**config.mk**
```make
export PLATFORM = sky130hd
export DESIGN_NAME = pll_loop_end_flat
export DESIGN_NICKNAME = d
export VERILOG_FILES = /design/src/pll_pkg.sv /design/src/pll_link_if.sv /design/src/pll_loop_end.sv /design/src/flat_wrapper.sv
export VERILOG_INCLUDE_DIRS = /design/src
export SDC_FILE = /design/constraint.sdc
export NUM_CORES = 1
export LEC_CHECK = 0
export BUFFER_PORTS_ARGS = -buffer_cell sky130_fd_sc_hd__buf_2
export CAP_MARGIN = 10
export CORE_UTILIZATION = 55
export CTS_BUF_LIST = sky130_fd_sc_hd__clkbuf_4 sky130_fd_sc_hd__clkbuf_8
export DETAILED_ROUTE_END_ITERATION = 10
export HOLD_SLACK_MARGIN = 0.15
export PLACE_DENSITY = 0.81
export SYNTH_ARGS = -nofsm -noshare
export SYNTH_HDL_FRONTEND = slang
export SYNTH_SLANG_ARGS = --single-unit
```
**constraint.sdc**
```tcl
create_clock -name CLK -period 7.94 [get_ports CLK]
set_input_delay 0.794 -clock CLK [delete_from_list [all_inputs] [get_ports CLK]]
set_output_delay 0.794 -clock CLK [all_outputs]
set_load 0.005 [all_outputs]
```
**src/pll_params.svh**
```systemverilog
// Purpose: Shared offsets, field positions, reset values and timing counts for the loop control pair.
// Assumes: CLK at 40 MHz on both ends.
// Notes on behaviour
// (RULE_01) Phase fixed at configuration or stepped live
// (RULE_02) Feedback phase step may drop lock; wait
// (RULE_03) Reference chosen live from two sources
// (RULE_04) Bus port rewrites loop settings and dividers
// (RULE_05) User side must include the bus bridge
// (RULE_06) Settings rewrite may drop lock; wait
// (RULE_07) User drives two-bit output select
// (RULE_08) User drives step direction
// (RULE_09) One toggle moves phase one increment
// (RULE_10) Select and direction steady around toggle
// (RULE_11) Lock compares reference against feedback clock
`ifndef PLL_PARAMS_SVH
`define PLL_PARAMS_SVH

`define CLK_FREQ_MHZ 40
`define LOCK_TIME_NS 15000
`define LOCK_CYCLES ((`LOCK_TIME_NS * `CLK_FREQ_MHZ + 999) / 1000)
`define LOCK_WINDOW_CYCLES 64

// Loop settings words, byte addressed on the bus port
`define CFG_REF_DIV 8'h00
`define CFG_FB_DIV 8'h01
`define CFG_OUT_DIV 8'h02
`define CFG_CTRL 8'h03
`define CTRL_DYN_BIT 0
`define CTRL_FBSEL_LSB 1
`define DIV_RESET 8'h01
`define CTRL_RESET 8'h01
`define PHASE_RESET 8'h00

// Controller registers, byte addresses
`define REG_PHASE_CMD 8'h00
`define REG_REF_SEL 8'h04
`define REG_CFG_CMD 8'h08
`define REG_STATUS 8'h0C
`define REG_INT_STATUS 8'h10
`define REG_INT_MASK 8'h14
`define CMD_SEL_LSB 0
`define CMD_DIR_BIT 2
`define CMD_COUNT_LSB 8
`define CFG_DATA_LSB 0
`define CFG_ADDR_LSB 8
`define CFG_READ_BIT 16
`define INT_STEP_DONE 0
`define INT_CFG_DONE 1
`define INT_LOCK_LOST 2
`define INT_STABLE 3

`endif

```
**src/pll_pkg.sv**
```systemverilog
// Purpose: Types shared by the loop end and the user controller.
// Assumes: Nothing beyond the parameter header.
// Notes: State of each module is one packed struct.
package pll_pkg;

  typedef enum logic [2:0] {
    ST_IDLE,
    ST_SETUP,
    ST_TOGGLE,
    ST_GAP,
    ST_BUS,
    ST_SETTLE
  } ctl_state_t;

  typedef struct packed {
    logic [2:0] ref_a_sync;
    logic [2:0] ref_b_sync;
    logic [2:0] fb_sync;
    logic step_prev;
    logic refsel_prev;
    logic [3:0][7:0] phase;
    logic [7:0] ref_div;
    logic [7:0] fb_div;
    logic [7:0] out_div;
    logic [7:0] ctrl;
    logic ack;
    logic [7:0] rdata;
    logic locked;
    logic [15:0] settle;
    logic [15:0] win;
    logic [15:0] ref_cnt;
    logic [15:0] fb_cnt;
  } loop_state_t;

  typedef struct packed {
    ctl_state_t state;
    logic [1:0] sel;
    logic dir;
    logic step;
    logic [3:0] count;
    logic refsel;
    logic cyc;
    logic we;
    logic [7:0] adr;
    logic [7:0] dat;
    logic [7:0] bus_rdata;
    logic [31:0] rd;
    logic [3:0] int_st;
    logic [3:0] int_mask;
    logic irq;
    logic [15:0] settle;
    logic stable;
    logic lock_prev;
  } ctl_state_str_t;

endpackage : pll_pkg

```
**src/pll_link_if.sv**
```systemverilog
// Purpose: Joins the loop end and the user controller.
// Assumes: Both ends on the same CLK.
// Notes: Bus part is classic single-cycle WISHBONE.
`timescale 1ns/1ps
interface pll_link_if;
  logic [1:0] phase_output_select;
  logic phase_step_direction;
  logic phase_step_toggle;
  logic reference_source_selector;
  logic wb_cyc;
  logic wb_stb;
  logic wb_we;
  logic [7:0] wb_adr;
  logic [7:0] wb_dat_w;
  logic [7:0] wb_dat_r;
  logic wb_ack;
  logic lock;

  modport loop (
    input phase_output_select, phase_step_direction, phase_step_toggle, reference_source_selector,
    input wb_cyc, wb_stb, wb_we, wb_adr, wb_dat_w,
    output wb_dat_r, wb_ack, lock
  );

  modport user (
    output phase_output_select, phase_step_direction, phase_step_toggle, reference_source_selector,
    output wb_cyc, wb_stb, wb_we, wb_adr, wb_dat_w,
    input wb_dat_r, wb_ack, lock
  );
endinterface : pll_link_if

```
**src/pll_loop_end.sv**
```systemverilog
// Purpose: Digital control around the phase-locked loop: phase steps, reference choice, settings port, lock.
// Assumes: Reference and feedback clocks are slow against CLK and arrive asynchronously.
// Notes: Feedback is compared edge for edge against the chosen reference, unscaled.
//
// The plain strobed port and the register addresses are this design's own decisions.
`timescale 1ns/1ps
`include "pll_params.svh"
module pll_loop_end #(
  parameter int LOCK_CYCLES = `LOCK_CYCLES,
  parameter int WIN_CYCLES = `LOCK_WINDOW_CYCLES
) (
  input wire logic CLK,
  input wire logic RST,
  input wire logic LOOP_REFERENCE_IN_A,
  input wire logic LOOP_REFERENCE_IN_B,
  input wire logic LOOP_FEEDBACK_IN,
  pll_link_if.loop link,
  output logic LOCKED,
  output logic REF_SOURCE,
  output logic [31:0] PHASE_OFFSETS,
  output logic [7:0] REF_DIVIDER,
  output logic [7:0] FB_DIVIDER,
  output logic [7:0] OUT_DIVIDER
);

  if (LOCK_CYCLES < 1 || LOCK_CYCLES > 65535) begin : g_chk_lock
    $error("LOCK_CYCLES outside 1..65535");
  end
  if (WIN_CYCLES < 2 || WIN_CYCLES > 65535) begin : g_chk_win
    $error("WIN_CYCLES outside 2..65535");
  end

  localparam logic [15:0] LOCK_LOAD = 16'(LOCK_CYCLES);
  localparam logic [15:0] WIN_LOAD = 16'(WIN_CYCLES - 1);

  pll_pkg::loop_state_t s_q;
  pll_pkg::loop_state_t s_d;

  function automatic logic counts_match(input logic [15:0] a, input logic [15:0] b);
    logic [15:0] diff;
    diff = (a > b) ? (a - b) : (b - a);
    counts_match = (a != 16'h0000) && (diff <= 16'h0001);
  endfunction : counts_match

  function automatic logic rose(input logic [2:0] sync);
    rose = sync[1] & ~sync[2];
  endfunction : rose

  logic ref_edge;
  logic fb_edge;
  logic step_seen;
  logic fb_output_stepped;
  logic bus_take;
  logic cfg_write;
  logic ref_switched;
  logic lose_lock;
  logic [7:0] cfg_read;

  always_comb begin
    s_d = s_q;
    // Two flops before use; third flop only for the edge
    s_d.ref_a_sync = {s_q.ref_a_sync[1:0], LOOP_REFERENCE_IN_A};
    s_d.ref_b_sync = {s_q.ref_b_sync[1:0], LOOP_REFERENCE_IN_B};
    s_d.fb_sync = {s_q.fb_sync[1:0], LOOP_FEEDBACK_IN};

    // Reference taken from whichever source is selected now
    ref_edge = link.reference_source_selector ? rose(s_q.ref_b_sync) : rose(s_q.ref_a_sync); // RULE_03
    fb_edge = rose(s_q.fb_sync);
    ref_switched = link.reference_source_selector != s_q.refsel_prev;
    s_d.refsel_prev = link.reference_source_selector;

    // Any edge of the toggle is one step
    step_seen = link.phase_step_toggle != s_q.step_prev;
    s_d.step_prev = link.phase_step_toggle;
    fb_output_stepped = 1'b0;
    if (s_q.ctrl[`CTRL_DYN_BIT]) begin
      if (step_seen) begin
        if (link.phase_step_direction) begin
          s_d.phase[link.phase_output_select] = s_q.phase[link.phase_output_select] + 8'h01; // RULE_09
        end else begin
          s_d.phase[link.phase_output_select] = s_q.phase[link.phase_output_select] - 8'h01; // RULE_09
        end
        fb_output_stepped = link.phase_output_select == s_q.ctrl[`CTRL_FBSEL_LSB +: 2];
      end
    end else begin
      // Static mode forces every offset back to PHASE_RESET; steps are ignored
      s_d.phase = {4{`PHASE_RESET}}; // RULE_01
    end

    // Classic slave: one ack per strobe, never waits more than a cycle
    bus_take = link.wb_cyc & link.wb_stb & ~s_q.ack;
    s_d.ack = bus_take;
    cfg_write = bus_take & link.wb_we;
    case (link.wb_adr)
      `CFG_REF_DIV: cfg_read = s_q.ref_div;
      `CFG_FB_DIV: cfg_read = s_q.fb_div;
      `CFG_OUT_DIV: cfg_read = s_q.out_div;
      `CFG_CTRL: cfg_read = s_q.ctrl;
      default: cfg_read = 8'h00;
    endcase
    if (bus_take) begin
      s_d.rdata = link.wb_we ? 8'h00 : cfg_read;
    end
    if (cfg_write) begin
      case (link.wb_adr)
        `CFG_REF_DIV: s_d.ref_div = link.wb_dat_w; // RULE_04
        `CFG_FB_DIV: s_d.fb_div = link.wb_dat_w; // RULE_04
        `CFG_OUT_DIV: s_d.out_div = link.wb_dat_w; // RULE_04
        `CFG_CTRL: s_d.ctrl = link.wb_dat_w; // RULE_04
        default: s_d.ctrl = s_q.ctrl;
      endcase
    end

    // Settings rewrite, feedback phase step or source change restart the lock wait
    lose_lock = fb_output_stepped | cfg_write | ref_switched; // RULE_02 RULE_06

    // Edge counts over a fixed window decide frequency match
    s_d.ref_cnt = s_q.ref_cnt + {15'h0000, ref_edge}; // RULE_11
    s_d.fb_cnt = s_q.fb_cnt + {15'h0000, fb_edge}; // RULE_11
    s_d.win = s_q.win - 16'h0001;
    if (s_q.settle != 16'h0000) begin
      s_d.settle = s_q.settle - 16'h0001;
    end
    if (s_q.win == 16'h0000) begin
      s_d.win = WIN_LOAD;
      s_d.ref_cnt = 16'h0000;
      s_d.fb_cnt = 16'h0000;
      if (counts_match(s_q.ref_cnt, s_q.fb_cnt)) begin
        s_d.locked = s_q.settle == 16'h0000; // RULE_11
      end else begin
        s_d.locked = 1'b0;
      end
    end
    if (lose_lock) begin
      // Restart the window too, so stale edges cannot vouch for the new setting
      s_d.locked = 1'b0; // RULE_02 RULE_06
      s_d.settle = LOCK_LOAD; // RULE_06
      s_d.win = WIN_LOAD;
      s_d.ref_cnt = 16'h0000;
      s_d.fb_cnt = 16'h0000;
    end

    if (RST) begin
      s_d = '0;
      s_d.phase = {4{`PHASE_RESET}};
      s_d.ref_div = `DIV_RESET;
      s_d.fb_div = `DIV_RESET;
      s_d.out_div = `DIV_RESET;
      s_d.ctrl = `CTRL_RESET;
      s_d.settle = LOCK_LOAD;
      s_d.win = WIN_LOAD;
    end
  end

  always_ff @(posedge CLK) begin
    s_q <= s_d;
  end

  assign link.wb_ack = s_q.ack;
  assign link.wb_dat_r = s_q.rdata;
  assign link.lock = s_q.locked;
  assign LOCKED = s_q.locked;
  assign REF_SOURCE = s_q.refsel_prev;
  assign PHASE_OFFSETS = s_q.phase;
  assign REF_DIVIDER = s_q.ref_div;
  assign FB_DIVIDER = s_q.fb_div;
  assign OUT_DIVIDER = s_q.out_div;

endmodule : pll_loop_end

```
**src/flat_wrapper.sv**
```systemverilog
// flat-port wrapper written by rule: the top's interface ports become plain ports
module pll_loop_end_flat 
#(
  parameter int LOCK_CYCLES = `LOCK_CYCLES,
  parameter int WIN_CYCLES = `LOCK_WINDOW_CYCLES
)
  (CLK, RST, LOOP_REFERENCE_IN_A, LOOP_REFERENCE_IN_B, LOOP_FEEDBACK_IN, LOCKED, REF_SOURCE, PHASE_OFFSETS, REF_DIVIDER, FB_DIVIDER, OUT_DIVIDER, link_phase_output_select, link_phase_step_direction, link_phase_step_toggle, link_reference_source_selector, link_wb_cyc, link_wb_stb, link_wb_we, link_wb_adr, link_wb_dat_w, link_wb_dat_r, link_wb_ack, link_lock);
  pll_link_if link_i ();
  input wire logic CLK;
  input wire logic RST;
  input wire logic LOOP_REFERENCE_IN_A;
  input wire logic LOOP_REFERENCE_IN_B;
  input wire logic LOOP_FEEDBACK_IN;
  output logic LOCKED;
  output logic REF_SOURCE;
  output logic [31:0] PHASE_OFFSETS;
  output logic [7:0] REF_DIVIDER;
  output logic [7:0] FB_DIVIDER;
  output logic [7:0] OUT_DIVIDER;
  input wire logic [$bits(link_i.phase_output_select)-1:0] link_phase_output_select;
  input wire logic [$bits(link_i.phase_step_direction)-1:0] link_phase_step_direction;
  input wire logic [$bits(link_i.phase_step_toggle)-1:0] link_phase_step_toggle;
  input wire logic [$bits(link_i.reference_source_selector)-1:0] link_reference_source_selector;
  input wire logic [$bits(link_i.wb_cyc)-1:0] link_wb_cyc;
  input wire logic [$bits(link_i.wb_stb)-1:0] link_wb_stb;
  input wire logic [$bits(link_i.wb_we)-1:0] link_wb_we;
  input wire logic [$bits(link_i.wb_adr)-1:0] link_wb_adr;
  input wire logic [$bits(link_i.wb_dat_w)-1:0] link_wb_dat_w;
  output wire logic [$bits(link_i.wb_dat_r)-1:0] link_wb_dat_r;
  output wire logic [$bits(link_i.wb_ack)-1:0] link_wb_ack;
  output wire logic [$bits(link_i.lock)-1:0] link_lock;
  assign link_i.phase_output_select = link_phase_output_select;
  assign link_i.phase_step_direction = link_phase_step_direction;
  assign link_i.phase_step_toggle = link_phase_step_toggle;
  assign link_i.reference_source_selector = link_reference_source_selector;
  assign link_i.wb_cyc = link_wb_cyc;
  assign link_i.wb_stb = link_wb_stb;
  assign link_i.wb_we = link_wb_we;
  assign link_i.wb_adr = link_wb_adr;
  assign link_i.wb_dat_w = link_wb_dat_w;
  assign link_wb_dat_r = link_i.wb_dat_r;
  assign link_wb_ack = link_i.wb_ack;
  assign link_lock = link_i.lock;
  pll_loop_end #(.LOCK_CYCLES(LOCK_CYCLES), .WIN_CYCLES(WIN_CYCLES)) u_core (.CLK(CLK), .RST(RST), .LOOP_REFERENCE_IN_A(LOOP_REFERENCE_IN_A), .LOOP_REFERENCE_IN_B(LOOP_REFERENCE_IN_B), .LOOP_FEEDBACK_IN(LOOP_FEEDBACK_IN), .link(link_i), .LOCKED(LOCKED), .REF_SOURCE(REF_SOURCE), .PHASE_OFFSETS(PHASE_OFFSETS), .REF_DIVIDER(REF_DIVIDER), .FB_DIVIDER(FB_DIVIDER), .OUT_DIVIDER(OUT_DIVIDER));
endmodule
```
==> results of run 1 <==
synthesized netlist by cell type, types with 17 or more instances:
library cell	n
a21oi_1	44
buf_4	65
clkbuf_1	26
dfxtp_1	149
ha_1	39
inv_1	49
mux2i_1	57
nand2_1	60
nand3_1	33
nor2_1	147
nor2b_1	17
nor3_1	20
o21ai_0	24
xnor2_1	55
sequential cells by signal, indices dropped and copies added (netlist names), named ones only:
name and cells:
u_core.PHASE_OFFSETS 28, u_core.s_q 82, u_core.FB_DIVIDER 8, u_core.LOCKED 1, u_core.link.wb_dat_r 8, u_core.link.wb_ack 1, u_core.OUT_DIVIDER 8, u_core.REF_SOURCE 1
u_core.REF_DIVIDER 8
critical path: stages, from the launching register on:
cell and delay, ns:
dfxtp_1 0.34, inv_1 0.08, ha_1 0.19, inv_1 0.07, fa_1 0.43, a211oi_1 0.39, o21ai_1 0.19, a221o_1 0.38
a211oi_2 0.37, nor2_1 0.13, nor4_1 0.28, o2111ai_1 0.18, o31ai_2 0.19
through the flow:
| step | hold slack, ns | area, µm² |
|---|---|---|
| global placement | 0.414 | 8690 |
| CTS | 0.439 | 9140 |
| finish | 0.439 | 9140 |
| global route | 0.465 | 9140 |
| detailed placement | 0.420 | 8690 |
| floorplan | 0.396 | 8590 |
layout make-up:
cell class	instances	area (µm²)	area share
multi-input cells	690	4780	0.523
clock buffers	21	277	0.0303
inverters	49	184	0.0201
clock inverters	11	173	0.0189
well taps	188	235	0.0257
flip-flops and latches	149	2980	0.326
repair buffers	99	503	0.0551
kinds of logic after synthesis:
family / after synthesis
muxes: 75
adders and majority gates: 41
DFF: 149
xor gates and xnor gates: 70
and+or+nand+nor: 361
AOI/OAI and AO/OA: 143
buffers and inverters: 150
power breakdown:
group	switching [mW]	total, mW	internal (mW)
clock	0.283	0.651	0.368
combinational	0.0757	0.128	0.0526
sequential	0.0118	0.773	0.761
routing by layer:
layer	vias up	part of all wire
li1	3390	-
met1	3218	0.45
met2	204	0.47
met3	44	0.058
met4	0	0.023
met5	-	0
worst max-delay path by stage:
stage                                       endpoint  slack, ns  cells past startpoint
2_1_floorplan             u_core.LOCKED$_SDFFE_PP0P_       5.06                     10
3_3_place_gp   u_core.PHASE_OFFSETS[23]$_SDFFE_PP0P_       4.75                      8
3_5_place_dp              u_core.LOCKED$_SDFFE_PP0P_       4.71                     10
4_1_cts                   u_core.LOCKED$_SDFFE_PP0P_       4.69                     12
5_1_grt                   u_core.LOCKED$_SDFFE_PP0P_       4.42                     12
6_report                  u_core.LOCKED$_SDFFE_PP0P_       4.65                     12
==> flow_results.org, run 1 <==
** Setup path
- STA puts the critical path data required time at 8.32 ns.
- Setup Crit Path Kind :: reg2reg
- Maximum fanout along the worst path :: 5
- STA classifies the critical path endpoint as a register.
- Capture point of the worst reg-to-reg path :: u_core.LOCKED$_SDFFE_PP0P_
- Source of the critical timing path :: u_core.s_q[16]$_SDFF_PP0_
- STA puts the critical path data arrival time at ~3.7 ns.
- Startpoint kind of the worst setup timing path :: register
- For the worst flop-to-flop path, the logic depth is 12.
- The worst register-to-register path begins at u_core.s_q[16]$_SDFF_PP0_.
- The setup check on the worst reg-to-reg path leaves a slack of approximately 4.6 ns.

** Outcome
- Status :: complete, no violations

** Placement
- Counting tap cells, the placed design contains a total of 1175 instances.
- Prior to clock tree synthesis, the placed netlist has a worst setup slack of about 4.7 ns.
- Count of port buffers added during placement :: between 90 and 100
- RD Place Congestion :: roughly 0.96
- The wire-length estimate of the detail-placed layout is between 10 and 15 mm.

** Die
- Y dimension of the die :: between 100 and 150 µm
- Number of I/O pins :: between 90 and 100
- The total area inside the core boundary comes to around 15000 µm².
- The die covers roughly 16000 µm².
- For this configuration, the core starts out at a cell density of 0.565.
- Standard-cell rows :: between 40 and 50
- Die boundary width :: 127 µm

** Detailed routing
- Post-detailed-route via-to-cell ratio :: ~5.7
- Routed wire length :: between 15 and 20 mm
- Number of optimization iterations in the first detailed-route pass :: 5
- Via count :: 6856
- After detailed routing, the average wire length per cell comes to between 15 and 20 µm.
- In this run, the number of DRC markers left after iteration 0 of detailed routing was approximately 460.
- Antenna violation net count after detailed routing :: 0
- In the routed design, unresolved DRC markers number 0.

** Min path
- Min-Delay Path Depth :: 1
- Start point of the worst min-delay path :: u_core.s_q[140]$_SDFF_PP0_
- Worst hold endpoint :: u_core.s_q[141]$_SDFF_PP0_
- The min-delay analysis places its worst path in the category reg2reg.

** Cells and area
- Area overhead of the layout relative to synthesis :: 6.40%
- Most frequent cells in the layout :: dfxtp_1, nor2_1, buf_2
- Most common cell after layout, fill and taps aside :: dfxtp_1
- After the flow finishes, the layout carries non-filler instances totaling 1207.
- Fill cell count :: about 1300
- Once layout is complete, the utilization of the core stands at 0.601.
- The final layout contains 1076 nets.
- Fraction of final layout cells sized beyond drive strength 1 :: 0.161
- Number of antenna diodes :: 0

** Synthesis
- After synthesis, the share of cell area in mux cells is 0.111.
- Yosys mapped the design onto 69 distinct sky130hd cell types.
- Area share of and/or/nand/nor cells after synthesis :: 0.203
- Cell taking the most area after synthesis :: dfxtp_1
- Complex-gate fraction of the synthesized area :: 0.110
- Of the total synthesized cell area, the portion taken by full adders, half adders and majority gates is 0.0615.
- Dominant synthesized flop cell :: dfxtp_1
- Number of synthesized flops with an enable pin :: 0
- The share of synthesized area in the top cell type comes to 0.347.
- A synthesized cell averages slightly below 9 µm².
- Fraction of registers with async set or reset after synthesis :: 0
- Number of instances in the synthesized netlist :: ~990
- Synthesized-area fraction occupied by xor and xnor cells :: 0.0714
- Number of synthesis warnings :: 0
- Biggest area contributors in the synthesized netlist :: dfxtp_1, mux2i_1, nor2_1
- The mapped netlist covers around 8600 µm².
- After synthesis, the largest family of logic cells by area is simple AND/OR/NAND/NOR gates.
- Post-Syn Nets :: 1059
- Post-synthesis sequential area ratio :: 0.347
- In this run, synthesis produced a sequential element count of between 100 and 150.

** Global route
- GRT overflow :: 0
- First-pass GRT wire length :: slightly above 30 mm
- The number of antenna violations at the first check in global routing was 0.
- For this run, the total global-route usage over all layers was measured as 0.238.
- Entering global routing, the biggest net connects 55 pins.
- Met1 Usage GRT :: 0.297
- For this run, global-route usage on met3 was measured as 0.0569.
- For met2 alone, demand over resource in global routing was 0.397.
- The number of global-route vias before repair was approximately 6500.
- In this run the most used layer during global routing was met2.

** Timing
- Measured against its own limit, the worst slew margin works out to 0.204.
- Sum Neg Setup Slack :: 0 ns
- Setup repair after global routing left no endpoint under its margin.
- Pins over their slew limit :: 0
- Tightest Pin Transition :: between 1 and 1.5 ns
- Clock skew :: ~0.01 ns
- The worst path meets setup with around 4.6 ns of slack.
- Setup violations remaining at the end of the flow were counted as 0.
- In the finished design, the share of the clock period the worst path needs comes to 0.414.
- Final Hold Fails :: 0
- After layout, the minimum clock period comes to roughly 3.3 ns.
- Based on the critical path, the design can be clocked at up to 0.304 GHz.

** Clock network
- Clock-pin slew was measured on the worst setup and hold paths at around 0.080 ns.
- Buffers from clock root to sink, at most :: 2
- Number of gates given a new drive strength after cts :: 0
- Number of buffers created by CTS :: 17
- Post-CTS Hold Fix Bufs :: 0
- TritonCTS built the clock tree.
- The H-tree was split into 4 levels.
- After clock tree synthesis, the setup repair step added 0 buffers.
- Insertion delay to the later sink of the worst-skew pair :: around 0.46 ns
- The tree is rooted in a clkbuf_8.
- Total number of clock tree sinks :: between 100 and 150

** Power and ir drop
- Leakage power :: just under 4 nW
- VDD sags by at most around 0.00013 V.
- For this design the ratio of total power to cell area is 170 nW/µm².
- Pwr Total :: around 1.6 mW

** Job
- Max-cap violations in this run came to 0.
No activity file was read; power rests on OpenSTA's default activity.
==> inputs of run 2 (changes only) <==
--- a/config.mk
+++ b/config.mk
@@ -12,7 +12,7 @@
 export CTS_BUF_LIST = sky130_fd_sc_hd__clkbuf_4 sky130_fd_sc_hd__clkbuf_8
 export DETAILED_ROUTE_END_ITERATION = 10
 export HOLD_SLACK_MARGIN = 0.15
-export PLACE_DENSITY = 0.81
+export PLACE_DENSITY = 0.84
 export SYNTH_ARGS = -nofsm -noshare
 export SYNTH_HDL_FRONTEND = slang
 export SYNTH_SLANG_ARGS = --single-unit
==> constraint.sdc (replaced) <==
create_clock -name CLK -period 2.8 [get_ports CLK]
set_input_delay 0.28 -clock CLK [delete_from_list [all_inputs] [get_ports CLK]]
set_output_delay 0.28 -clock CLK [all_outputs]
set_load 0.005 [all_outputs]
==> flow_results.org, run 2 (synthesis gave the netlist of run 1 again) <==
** Detailed routing
- Post-detailed-route via-to-cell ratio :: 5.67 (was 5.68)
- The post-detailed-routing wire length was 20.4 mm (was 18.3 mm).
- Wire per inst :: 16.0 µm (was 15.2 µm)
- Number of optimization iterations in the first detailed-route pass :: 5 (unchanged)
- The number of design rule violations left after detail routing is 0 (unchanged).
- Antenna violation net count after detailed routing :: 0 (unchanged)
- Via count :: 7237 (was 6856)
- Starting DRC count in detailed routing :: 477 (was 463)

** Cells and area
- Fraction of final layout cells sized beyond drive strength 1 :: 0.218 (was 0.161)
- The antenna cell count was 0 (unchanged).
- Fin area :: 9770 µm² (was 9140 µm²)
- Number of nets in the finished design :: 1146 (was 1076)
- The register containing the most flip-flops in the final layout is u_core.s_q (unchanged).
- The most common cell after layout, fill and taps aside was dfxtp_1 (unchanged).
- The area of all sequential standard cells is 2990 µm² (was 2980 µm²).
- Core Util, Final :: 0.642 (was 0.601)
- The multi-input combinational cell area is 4860 µm² (was 4780 µm²).
- Final Instance Count excl. Fillers :: 1277 (was 1207)
- The flip-flop count of the largest register after layout was 82 (unchanged).
- Fill cell count :: 1166 (was 1323)
- Most frequent cells in the layout :: dfxtp_1, nor2_1, buf_2 (unchanged)
- Area overhead of the layout relative to synthesis :: 13.7% (was 6.40%)

** Timing
- The worst slack on hold paths is 0.270 ns (was 0.439 ns).
- Final Hold Fails :: 0 (unchanged)
- The portion of the clock cycle consumed by the worst path in the final layout was 0.991 (was 0.414).
- Worst path setup slack after routing :: 0.0248 ns (was 4.65 ns)
- Sum Neg Setup Slack :: 0 ns (unchanged)
- Pins over their slew limit :: 0 (unchanged)
- The slew of the pin with the lowest slew margin is 0.645 ns (was 1.19 ns).
- The top achievable clock speed is 0.360 GHz (was 0.304 GHz).
- RSZ-0062 raised after global routing :: yes (was no)
- The final setup violation count is 0 (unchanged).
- Slew headroom :: 0.569 (was 0.204)
- Clock skew :: 0.0126 ns (was 0.00973 ns)
- The final critical delay including setup and external delays came to 2.78 ns (was 3.29 ns).

** Placement
- Count of port buffers added during placement :: 96 (unchanged)
- The detailed-placement wirelength estimate came to 14.4 mm (was 13.3 mm).
- Setup slack at placement :: -0.0872 ns (was 4.71 ns)
- The placer's final routability congestion estimate was 0.922 (was 0.961).
- Placed Instances :: 1231 (was 1175)
- The instance area at placement is 9130 µm² (was 8690 µm²).

** Clock network
- Total number of clock tree sinks :: 149 (unchanged)
- TritonCTS clock tree :: done (unchanged)
- Maximum level of the CTS H-tree :: 4 (unchanged)
- The clock tree root buffer cell is clkbuf_8 (unchanged).
- Insertion delay to the later sink of the worst-skew pair :: 0.45 ns (was 0.46 ns)
- The number of buffers added by the clock tree synthesis step was 17 (unchanged).
- The clock transition at the register clock pins on the worst setup and hold paths after CTS is 0.09 ns (was 0.08 ns).
- The number of buffers on the longest clock path came to 2 (unchanged).

** Power and ir drop
- The overall power consumption was 4.39 mW (was 1.55 mW).
- Max VDD drop :: 0.000576 V (was 0.000132 V)
- The power per standard cell area is 449 nW/µm² (was 170 nW/µm²).
- The leakage power total came to 4.24 nW (was 3.90 nW).

** Die
- Die boundary width :: 127 µm (unchanged)
- Die area :: 16100 µm² (unchanged)
- Standard-cell rows :: 45 (unchanged)
- Number of I/O pins :: 97 (unchanged)
- Starting Density :: 0.565 (unchanged)
- The area of the core came to 15200 µm² (unchanged).
- The floorplan die height was 127 µm (unchanged).

** Global route
- GRT overflow :: 0 (unchanged)
- The number of antenna violations at the first check in global routing was 0 (unchanged).
- Number of global-route vias before repair :: 7105 (was 6516)
- First-pass GRT wire length :: 33.5 mm (was 30.8 mm)
- Pin count of the biggest net entering global routing :: 54 (was 55)
- The overall track demand over capacity in global routing was 0.257 (was 0.238).

** Job
- The max-capacitance violation count is 0 (unchanged).

** Setup path
- The standard cell with the maximum stage delay on the critical path was ha_1 (was fa_1).
- Delay contributed by the slowest stage of the critical path :: 0.42 ns (was 0.43 ns)
- Number of buffer and inverter stages on the critical path :: 2 (unchanged)
- Endpoint kind of the worst setup timing path :: register (unchanged)
- Data required, critical path :: 3.17 ns (was 8.32 ns)
- The worst path arrival time is 3.15 ns (was 3.68 ns).
- The cell family contributing the most delay on the critical path is compound AO/OA/AOI/OAI gates (unchanged).
- Setup Crit Path Kind :: reg2reg (unchanged)
- Maximum fanout along the worst path :: 8 (was 5)
- Startpoint kind of the worst setup timing path :: register (unchanged)
- Cells traversed along the worst timing path :: inv_1 -> ha_1 -> o21ai_1 -> o21ai_2 -> a221o_1 -> a211oi_2 -> buf_4 -> or3_1 -> a21o_1 -> nand4_1 -> o31ai_2 (was inv_1 -> ha_1 -> inv_1 -> fa_1 -> a211oi_1 -> o21ai_1 -> a221o_1 -> a211oi_2 -> nor2_1 -> nor4_1 -> o2111ai_1 -> o31ai_2)

** Min path
- The type of the worst min-delay path was in2reg (was reg2reg).

** Outcome
- Status: complete, no violations (unchanged).
-- run 2: timing repair --
action,CTS,global route
endpoints found under the hold margin,34,0
setup endpoints to repair,1,1
hold buffers,13,0
pin swaps,5,5
setup buffers,0,1
gates resized for setup,9,12
-- run 2: path summary, 6_finish.rpt --
| check | startpoint | end | slack, ns | depth (start not counted) |
|---|---|---|---|---|
| worst max-delay path | u_core.s_q[3]$_SDFF_PP0_ | u_core.LOCKED$_SDFFE_PP0P_ | 0.02 | 11 |
| worst min-delay path | link_phase_step_direction | u_core.PHASE_OFFSETS[9]$_SDFFE_PP0P_ | 0.27 | 4 |
| worst max register to register | u_core.s_q[3]$_SDFF_PP0_ | u_core.LOCKED$_SDFFE_PP0P_ | 0.02 | 11 |
| worst min register to register | u_core.s_q[146]$_SDFF_PP0_ | u_core.s_q[147]$_SDFF_PP0_ | 0.44 | 1 |
-- run 2: final cells by class --
cell class	count	area share
repair buffers	169	0.110
well taps	188	0.0241
clock buffers	17	0.0240
flip-flops and latches	149	0.306
clock inverters	15	0.0195
multi-input cells	690	0.498
inverters	49	0.0188
-- run 2: where the power goes --
group | total, mW | internal, mW | switching [mW]
Sequential | 2.19 | 2.16 | 0.0306
Clock | 1.78 | 0.908 | 0.877
Combinational | 0.413 | 0.179 | 0.234
Total | 4.39 | 3.24 | 1.14
-- run 2: routing by layer --
metal / share of wire / vias to the layer above / GRT usage
met3: 0.058 / 41 / 0.0506
met4: 0.020 / 0 / 0.100
met2: 0.50 / 261 / 0.445
met5: 0 / - / 0
li1: - / 3530 / -
met1: 0.43 / 3405 / 0.315
-- run 2: tightest hold or removal path, cell delays in order --
cell and delay (ns):
buf_2 0.14, xnor2_1 0.13, nand2_1 0.07, a21oi_1 0.05
